### src/rtl/amb_cfg.svh
// timing and geometry constants for the async memory bus controller
`ifndef AMB_CFG_SVH
`define AMB_CFG_SVH
`define AMB_CLK_PERIOD_NS   10
`define AMB_NS2CYC(ns) (((ns) + `AMB_CLK_PERIOD_NS - 1) / `AMB_CLK_PERIOD_NS)
`define AMB_ADDR_W          20
`define AMB_DATA_W          16
`define AMB_CYCLE_MIN_NS    35
`define AMB_CYCLE_CYC       `AMB_NS2CYC(`AMB_CYCLE_MIN_NS)
`define AMB_ACCESS_MAX_NS   35
`define AMB_ACCESS_CYC      `AMB_NS2CYC(`AMB_ACCESS_MAX_NS)
`define AMB_WPULSE_MIN_NS   20
`define AMB_WPULSE_CYC      `AMB_NS2CYC(`AMB_WPULSE_MIN_NS)
`define AMB_RECOV_MIN_NS    12
`define AMB_RECOV_CYC       `AMB_NS2CYC(`AMB_RECOV_MIN_NS)
`define AMB_RELEASE_MAX_NS  15
`define AMB_RELEASE_CYC     `AMB_NS2CYC(`AMB_RELEASE_MAX_NS)
`define AMB_STARTUP_NS      2000000
`define AMB_STARTUP_CYC     (`AMB_STARTUP_NS / `AMB_CLK_PERIOD_NS)
`endif

### src/rtl/amb_pkg.sv
// types for the async memory bus controller
package amb_pkg;
  typedef enum logic [5:0] {
    AMB_ST_START = 6'h01,
    AMB_ST_IDLE  = 6'h02,
    AMB_ST_READ  = 6'h04,
    AMB_ST_WRITE = 6'h08,
    AMB_ST_RECOV = 6'h10,
    AMB_ST_GAP   = 6'h20
  } amb_state_e;
endpackage : amb_pkg

### src/rtl/amb_timer.sv
// down counter used for phase timing
module amb_timer #(
  parameter int W = 8
) (
  // clock and reset
  input  wire logic         clock,
  input  wire logic         reset_n,
  // control
  input  wire logic         load,
  input  wire logic [W-1:0] value,
  // status
  output logic              done
);
  logic [W-1:0] cnt_q;
  logic [W-1:0] cnt_d;
  wire          zero = (cnt_q == '0);
  assign cnt_d = load ? value : (zero ? cnt_q : cnt_q - 1'b1);
  assign done  = zero;
  always_ff @(posedge clock or negedge reset_n) begin
    if (!reset_n) cnt_q <= '0;
    else cnt_q <= cnt_d;
  end
endmodule : amb_timer

### src/rtl/amb_host.sv
// host controller driving the async nonvolatile memory bus
`include "amb_cfg.svh"
module amb_host import amb_pkg::*; #(
  parameter int STARTUP_CYC = `AMB_STARTUP_CYC,
  parameter int AW          = `AMB_ADDR_W,
  parameter int DW          = `AMB_DATA_W
) (
  // clock and reset
  input  wire logic          clock,
  input  wire logic          reset_n,
  // user request
  input  wire logic          req_valid,
  input  wire logic          req_write,
  input  wire logic [AW-1:0] req_addr,
  input  wire logic [DW-1:0] req_wdata,
  input  wire logic [1:0]    req_lanes,
  output logic               req_ready,
  // user answer
  output logic               rsp_valid,
  output logic [DW-1:0]      rsp_rdata,
  // memory pins
  output logic [AW-1:0]      mem_addr,
  output logic               mem_sel_n,
  output logic               mem_wstb_n,
  output logic               mem_oe_n,
  output logic               high_lane_sel_n,
  output logic               low_lane_sel_n,
  input  wire logic [DW-1:0] mem_dq_in,
  output logic [DW-1:0]      mem_dq_out,
  output logic               mem_dq_oe
);
  localparam int TW = 24;
  amb_state_e    st_q, st_d;
  logic [TW-1:0] tval;
  logic          tload;
  logic          tdone;
  logic          wr_q;
  logic [1:0]    lanes_q;
  logic          boot_q;

  amb_timer #(.W(TW)) u_timer (
    .clock   (clock),
    .reset_n (reset_n),
    .load    (tload),
    .value   (tval),
    .done    (tdone)
  );

  wire take = (st_q == AMB_ST_IDLE) && req_valid;
  wire [TW-1:0] startup_v = TW'(STARTUP_CYC);
  wire [TW-1:0] access_v  = TW'(`AMB_ACCESS_CYC - 1);
  wire [TW-1:0] wpulse_v  = TW'(`AMB_WPULSE_CYC - 1);
  wire [TW-1:0] recov_v   = TW'(`AMB_RECOV_CYC - 1);
  wire [TW-1:0] release_v = TW'(`AMB_RELEASE_CYC - 1);

  // next state and timer loads
  always_comb begin
    st_d  = st_q;
    tload = 1'b0;
    tval  = '0;
    case (st_q)
      AMB_ST_START: begin
        if (boot_q) begin
          tload = 1'b1;
          tval  = startup_v;
        end else if (tdone) begin
          st_d = AMB_ST_IDLE;
        end
      end
      AMB_ST_IDLE: if (take) begin
        st_d  = req_write ? AMB_ST_WRITE : AMB_ST_READ;
        tload = 1'b1;
        tval  = req_write ? wpulse_v : access_v;
      end
      AMB_ST_READ: if (tdone) begin
        st_d  = AMB_ST_GAP;
        tload = 1'b1;
        tval  = release_v;
      end
      AMB_ST_WRITE: if (tdone) begin
        st_d  = AMB_ST_RECOV;
        tload = 1'b1;
        tval  = recov_v;
      end
      AMB_ST_RECOV: if (tdone) st_d = AMB_ST_IDLE;
      AMB_ST_GAP: if (tdone) st_d = AMB_ST_IDLE;
      default: st_d = AMB_ST_IDLE;
    endcase
  end

  wire in_cyc = (st_d == AMB_ST_READ) || (st_d == AMB_ST_WRITE);
  wire wr_d   = take ? req_write : wr_q;
  wire [1:0] ln_d = take ? req_lanes : lanes_q;
  wire rd_done = (st_q == AMB_ST_READ) && tdone;

  always_ff @(posedge clock or negedge reset_n) begin
    if (!reset_n) begin
      st_q <= AMB_ST_START;
    end else if (st_q == AMB_ST_START && !tdone) begin
      st_q <= st_q;
    end else begin
      st_q <= st_d;
    end
  end

  // boot_q marks the first cycle after reset release, in which the
  // startup wait is loaded into the timer; a later reset reloads it
  always_ff @(posedge clock or negedge reset_n) begin
    if (!reset_n) boot_q <= 1'b1;
    else boot_q <= 1'b0;
  end

  // next values of the pin and handshake flops
  wire            sel_n_d   = !in_cyc;
  wire            wstb_n_d  = !(in_cyc && wr_d);
  wire            oe_n_d    = !(in_cyc && !wr_d);
  wire            hi_n_d    = !(in_cyc && ln_d[1]);
  wire            lo_n_d    = !(in_cyc && ln_d[0]);
  wire            in_gap    = (st_q == AMB_ST_GAP);
  wire            dq_oe_d   = in_cyc && wr_d && !in_gap;
  wire            wr_done   = (st_q == AMB_ST_WRITE) && tdone;
  wire            ready_d   = (st_d == AMB_ST_IDLE) && !take;
  wire            rsp_d     = rd_done || wr_done;
  // disabled lanes read back as zero
  wire [DW/2-1:0] hi_byte_d = ln_d[1] ? mem_dq_in[DW-1:DW/2] : '0;
  wire [DW/2-1:0] lo_byte_d = ln_d[0] ? mem_dq_in[DW/2-1:0] : '0;
  wire [DW-1:0]   rdata_d   = {hi_byte_d, lo_byte_d};

  // request kind and lanes held for the whole cycle
  always_ff @(posedge clock or negedge reset_n) begin
    if (!reset_n) begin
      wr_q    <= 1'b0;
      lanes_q <= 2'h0;
    end else begin
      wr_q    <= wr_d;
      lanes_q <= ln_d;
    end
  end

  // address and write data latch on take and stand until the next one
  always_ff @(posedge clock or negedge reset_n) begin
    if (!reset_n) begin
      mem_addr   <= '0;
      mem_dq_out <= '0;
    end else if (take) begin
      mem_addr   <= req_addr;
      mem_dq_out <= req_wdata;
    end
  end

  // select and strobe rise on one edge, so the write ends cleanly
  always_ff @(posedge clock or negedge reset_n) begin
    if (!reset_n) begin
      mem_sel_n  <= 1'b1;
      mem_wstb_n <= 1'b1;
    end else begin
      mem_sel_n  <= sel_n_d;
      mem_wstb_n <= wstb_n_d;
    end
  end

  // output enable only in read cycles
  always_ff @(posedge clock or negedge reset_n) begin
    if (!reset_n) begin
      mem_oe_n <= 1'b1;
    end else begin
      mem_oe_n <= oe_n_d;
    end
  end

  // both lane enables switch on one edge
  always_ff @(posedge clock or negedge reset_n) begin
    if (!reset_n) begin
      high_lane_sel_n <= 1'b1;
      low_lane_sel_n  <= 1'b1;
    end else begin
      high_lane_sel_n <= hi_n_d;
      low_lane_sel_n  <= lo_n_d;
    end
  end

  // host drives data only while the write strobe is low
  always_ff @(posedge clock or negedge reset_n) begin
    if (!reset_n) begin
      mem_dq_oe <= 1'b0;
    end else begin
      mem_dq_oe <= dq_oe_d;
    end
  end

  // handshake towards the user
  always_ff @(posedge clock or negedge reset_n) begin
    if (!reset_n) begin
      req_ready <= 1'b0;
      rsp_valid <= 1'b0;
    end else begin
      req_ready <= ready_d;
      rsp_valid <= rsp_d;
    end
  end

  // read data taken once the access time has run out
  always_ff @(posedge clock or negedge reset_n) begin
    if (!reset_n) begin
      rsp_rdata <= '0;
    end else if (rd_done) begin
      rsp_rdata <= rdata_d;
    end
  end
endmodule : amb_host

### config.mk
export PLATFORM = sky130hd
export DESIGN_NAME = amb_host
export DESIGN_NICKNAME = d
export VERILOG_FILES = /design/src/rtl/amb_pkg.sv /design/src/rtl/amb_timer.sv /design/src/rtl/amb_host.sv
export VERILOG_INCLUDE_DIRS = /design/src /design/src/rtl
export SDC_FILE = /design/constraint.sdc
export NUM_CORES = 1
export LEC_CHECK = 0
export BUFFER_PORTS_ARGS = -buffer_cell sky130_fd_sc_hd__buf_2
export CAP_MARGIN = 20
export CORE_MARGIN = 2
export CORE_UTILIZATION = 51
export DETAILED_ROUTE_END_ITERATION = 8
export HOLD_SLACK_MARGIN = 0.05
export PLACE_DENSITY = 0.78
export SYNTH_ARGS = -nofsm -noshare
export SYNTH_HDL_FRONTEND = slang
export SYNTH_SLANG_ARGS = --single-unit
export TNS_END_PERCENT = 30
### constraint.sdc
create_clock -name clock -period 4.68 [get_ports clock]
set_clock_uncertainty 0.2 [all_clocks]
set_input_delay 0.234 -clock clock [delete_from_list [all_inputs] [get_ports clock]]
set_output_delay 0.234 -clock clock [all_outputs]
set_load 0.01 [all_outputs]
; Word level (Yosys, flattened, before mapping)
; Cells that the tools add are included.
[totals]
elab_cells = 73
mem_bits_rw = 0
mem_count = 0
in_bits = 58
out_inout_bits = 60
mem_bits_ro = 0
latch_bits = 0
register_bits = 94
[op_classes]
div = 0
n_bitwise = 0
n_mux = 22
eq_ne = 10
shift = 0
multipliers = 0
reduce_logical = 24
magnitude_cmp = 0
n_addsub = 1
[ops]
columns = op, n
row1 = 24-bit one-hot mux with 3 select lines, 1
row2 = 24-bit 2-to-1 mux, 2
row3 = 6-bit 2-to-1 mux, 5
row4 = 6-bit one-hot mux with 5 select lines, 1
row5 = 24-bit logical NOT, 1
row6 = 24-bit by 1-bit subtractor with 24-bit output (second input constant), 1
row7 = 18-bit 2-to-1 mux, 1
row8 = 8-bit 2-to-1 mux, 2
row9 = 6-bit by 2-bit == test with 1-bit output (second input constant), 2
row10 = 6-bit by 3-bit == test with 1-bit output (second input constant), 2
row11 = 6-bit by 4-bit == test with 1-bit output (second input constant), 2
row12 = 1-bit logical AND, 10
row13 = 1-bit logical NOT, 9
row14 = 6-bit by 1-bit == test with 1-bit output (second input constant), 1
row15 = 6-bit by 5-bit == test with 1-bit output (second input constant), 1
row16 = 6-bit == test (second input constant), 1
row17 = 2-bit 2-to-1 mux, 3
row18 = 1-bit 2-to-1 mux, 5
row19 = 4-bit 2-to-1 mux, 1
row20 = 2-bit OR reduction, 2
row21 = 1-bit one-hot mux with 3 select lines, 1
row22 = 1-bit logical OR, 2
row23 = 2-bit by 1-bit inequality test with 1-bit output (second input constant), 1

; Longest topological paths before layout
[logic_depth]
depth_word = 8
ltp_mapped = 10
depth_no_buf = 7

; Hierarchy
; From an unflattened synthesis, not the netlist that was laid out.
[hier_totals]
cells_unflattened = 458
area_unflattened_um2 = 4315.4
[by_module_without_submodules]
columns = module, area_each_um2, instances, cells_per_inst, seq_area_each_um2
row1 = amb_host, 2846.5, 1, 295, 1760.4
row2 = amb_timer, 1468.9, 1, 163, 600.6

; Worst setup path after synthesis
; OpenSTA, ideal clock, no wires.
[synth_timing]
path_kind = register to register
startpoint = reg u_timer.cnt_q[8]
endpoint = reg u_timer.cnt_q[13]
stages_incl_launch_ff = 6
arrival_ns = 2.081
path_buffers = 0
setup_slack_ns = 2.326
setup_ns = 0.073
synth_period_minus_slack_ns = 2.354
required_time_ns = 4.407
path_cell_list = dfrtp_1 > or4_4 > or3_1 > or3_1 > or3_1 > a21oi_2
[synth_between]
elab_chain_len = 4
elab_cells_between_ends = 7
classes_between = 1 x add/sub / 1 x eq/ne / 4 x mux / 1 x reduce/logical
[synth_rtl]
columns = element, line_no
row1 = "start, declared", amb_timer.sv:14  ; logic [W-1:0] cnt_q;
row2 = "start signal, assigned", amb_timer.sv:21  ; else cnt_q <= cnt_d;
row3 = branches (longest 4 deep; another with 24-bit by 1-bit subtractor with 24-bit output), n/a
; Parallel ways; which one is timed is not known. The select of a mux whose other input is x is not followed.
; A chain may end at the register's enable or synchronous reset.

; Worst setup path in the final report
[layout_timing]
startpoint = reg u_timer.cnt_q[8]
endpoint = reg rsp_rdata[2]
[layout_between]
elab_chain_len = 2
[layout_rtl]
columns = element, line_no
row1 = 24-bit logical NOT, amb_timer.sv:16  ; wire zero = (cnt_q == '0);
row2 = 1-bit logical AND, amb_host.sv:94  ; wire rd_done = (st_q == AMB_ST_READ) && tdone;
row3 = "end signal, assigned", amb_host.sv:207  ; rsp_rdata <= rdata_d;
row4 = "end, declared", amb_host.sv:20  ; output logic [DW-1:0] rsp_rdata,
; Every way passes these cells.

==> results.cfg <==
[run_status]
outcome = completed

[logic_synthesis]
synth_top_cell_by_area = dfrtp_1
ys_ff_latch = 94
syn_area_per_cell_um2 = 9.45
synth_xor_area_share_pct = 2.94
yosysWarnings = 0
ys_seq_area_share_pct = 56.5
synthMuxAreaShare_pct = 0.749
synth-compound-area-share_pct = 10.0
yosys-top-cells-count = nand2_1 (138), dfrtp_1 (87), o21ai_0 (28)
synth_adder_area_share_pct = 0.599
postSynth.asyncResetShare_pct = 100
yosysMostFrequentCell = nand2_1
synth_edf_count = 0
yosys.area_share.simple_pct = 26.4
synthFlopType = dfrtp_1
synth_top_family_by_area = simple AND/OR/NAND/NOR gates
ys_top_cells_by_area = dfrtp_1 (52%), nand2_1 (12%), dfstp_2 (4.4%)
synth_nets = 502
netlist_area_um2 = 4180
ys_types = 55
synthCells = 442
synth_top_area_share_pct = 52.1

[route]
vias_per_cell = 5.52
ant_nets = 0
firstDrtPassIters = 5
wl_per_cell_um = 16.3
drt_iter0_markers = 268
highest_layer = met4
wl_met1_mm = 4.62
met3_length_um = 688
route.vias.total = 3965
drc = 0
wl_met2_mm = 6.01
routed_wl_mm = 11.7

[global_routing]
grt_overflow = 0
grt_start_max_net_pins = 56
grt_pass1_wl_mm = 19.3
grt_usage_pct = 28.0
grt_pass1_vias = 3924
antenna_found_initial = 0

[hold_path]
hold_class = input port to asynchronous set/reset pin

[clock_network]
cts_root_buffer = clkbuf_8
cts_buffers = 9
cts.clk_slew.worst_paths_ns = 0.10
cts_buffer_depth = 2
clock_latency_ns = 0.36
cts_tree = built
cts_resized = 0
cts_num_sinks = 94
htree_levels = 3

[final_layout]
drive_gt1_share_pct = 24.8
syn_to_final_growth_pct = 33.6
fin_nets = 668
diodes = 0

[worst_setup_path]
crit_required_ns = 4.70
arrival_ns = 2.87
worst_setup_path_start_kind = register
worst-path-buf-inv = 0
cp_cell_sequence = nor4_1 -> and3_1 -> nand3_1 -> nand2_1 -> o21ai_0
cp_max_fo = 32
crit_slowest_cell = nand3_1
crit_family = simple AND/OR/NAND/NOR gates
critPathKind = register to register
max_stage_delay_ns = 0.76
worst_setup_path_end_kind = register

[timing]
finalSetupViolCount = 0
timing.final.crit_share_pct = 61.0
slew_violations = 0
max_freq_mhz = 350
relSlewSlack_pct = 33.4
rsz0062_at_grt = no
period_needed_ns = 2.86
tightest_slew_ns = 0.996
finalHoldViolations = 0
setup_tns_ns = 0
fin_ws_ns = 1.82

[power]
powerDensity_nw_per_um2 = 620
p_leak_uw = 0.00278
ir_drop_mv = 0.352

[place]
port_buffers = 117
gp_congestion = 0.870
pre_cts_ws_ns = 1.93
dpl.hpwl_mm = 6.49

[die]
die_y_um = 94.5
die-area_um2 = 8930
core_area_um2 = 8090
num_rows = 33
ioPinCount = 118
die_width_um = 94.5
initial_utilization_pct = 51.6

[flow_run]
maxCapViolCount = 0
[worst paths after layout]
| check | from | endpoint | slack, ns | depth (start not counted) |
|---|---|---|---|---|
| min | reset_n | rsp_rdata[7] | 0.20 | 2 |
| max reg2reg | u_timer.cnt_q[8] | rsp_rdata[2] | 1.82 | 5 |
| min reg2reg | lanes_q[1] | high_lane_sel_n | 0.24 | 1 |
| max | u_timer.cnt_q[8] | rsp_rdata[2] | 1.82 | 5 |
| max in group asynchronous | reset_n | st_q[2] | 3.02 | 3 |
| min in group clock | req_valid | st_q[0] | 0.21 | 3 |
[power by group]
group / total, uW / internal (uW) / switching [uW] / leakage (uW)
Combinational: 1530 / 613 / 921 / 0.00156
Sequential: 1410 / 1160 / 254 / 0.00112
Clock: 515 / 205 / 311 / 0.0000969
Total: 3460 / 1980 / 1490 / 0.00278
[stage by stage]
stage / area, um^2 / total power, uW / util, % / std cells / hold slack, ns
CTS: 5580 / 3390 / 69.0 / 718 / 0.195
global route: 5580 / 3710 / 69.0 / 718 / 0.224
finish: 5580 / 3460 / 69.0 / 718 / 0.200
detailed placement: 4840 / 2840 / 59.8 / 646 / 0.0440
global placement: 4830 / 2790 / 59.7 / 645 / 0.0407
floorplan: 4180 / 2350 / - / 442 / -0.262
[repair_timing]
item | in CTS | in global routing
setup buffers | 0 | 0
endpoints found under the hold margin | 99 | 0
hold buffers | 56 | 0
[placed cells by master (no fill, tap or decap), types with 5 or more instances in the layout]
| master | count |
|---|---|
| or4_1 | 7 |
| dfrtp_1 | 87 |
| nand2b_1 | 16 |
| inv_1 | 6 |
| xnor2_1 | 11 |
| nor3_1 | 7 |
| nand3_1 | 7 |
| dlygate4sd3_1 | 56 |
| a21oi_1 | 11 |
| nand3b_1 | 5 |
| o31ai_1 | 6 |
| or3_1 | 8 |
| clkbuf_8 | 9 |
| nor2_1 | 17 |
| dfstp_2 | 7 |
| nor2b_1 | 5 |
| o21ai_0 | 28 |
| buf_2 | 117 |
| and3_1 | 5 |
| nand2_1 | 138 |
[per-layer routing]
layer,global-route usage [%],vias up
met5,0,-
met4,12.9,0
met3,6.15,41
met2,46.5,167
met1,35.2,1935
li1,-,1822
[layout make-up]
type	count	area, um^2
fillers	568	2510
flip-flops and latches	94	2360
multi-input cells	320	1710
repair buffers	177	1180
well taps	105	131
clock buffers	9	124
clock inverters	7	60.1
inverters	6	22.5
[cells by family after synthesis]
kind of cell | after synthesis
xor gates and xnor gates | 14
and+or+nand+nor | 233
other | 1
adders and majority gates | 2
DFF | 94
muxes | 3
buffers and inverters | 28
AOI/OAI and AO/OA | 67
[state kept, by name, indices dropped and copies added, names as in the netlist, 2 cells and up]
signal,flops
mem_dq_out,16
st_q,6
lanes_q,2
u_timer.cnt_q,24
mem_addr,20
rsp_rdata,16
Note: power is estimated with default switching activity, not from simulation.
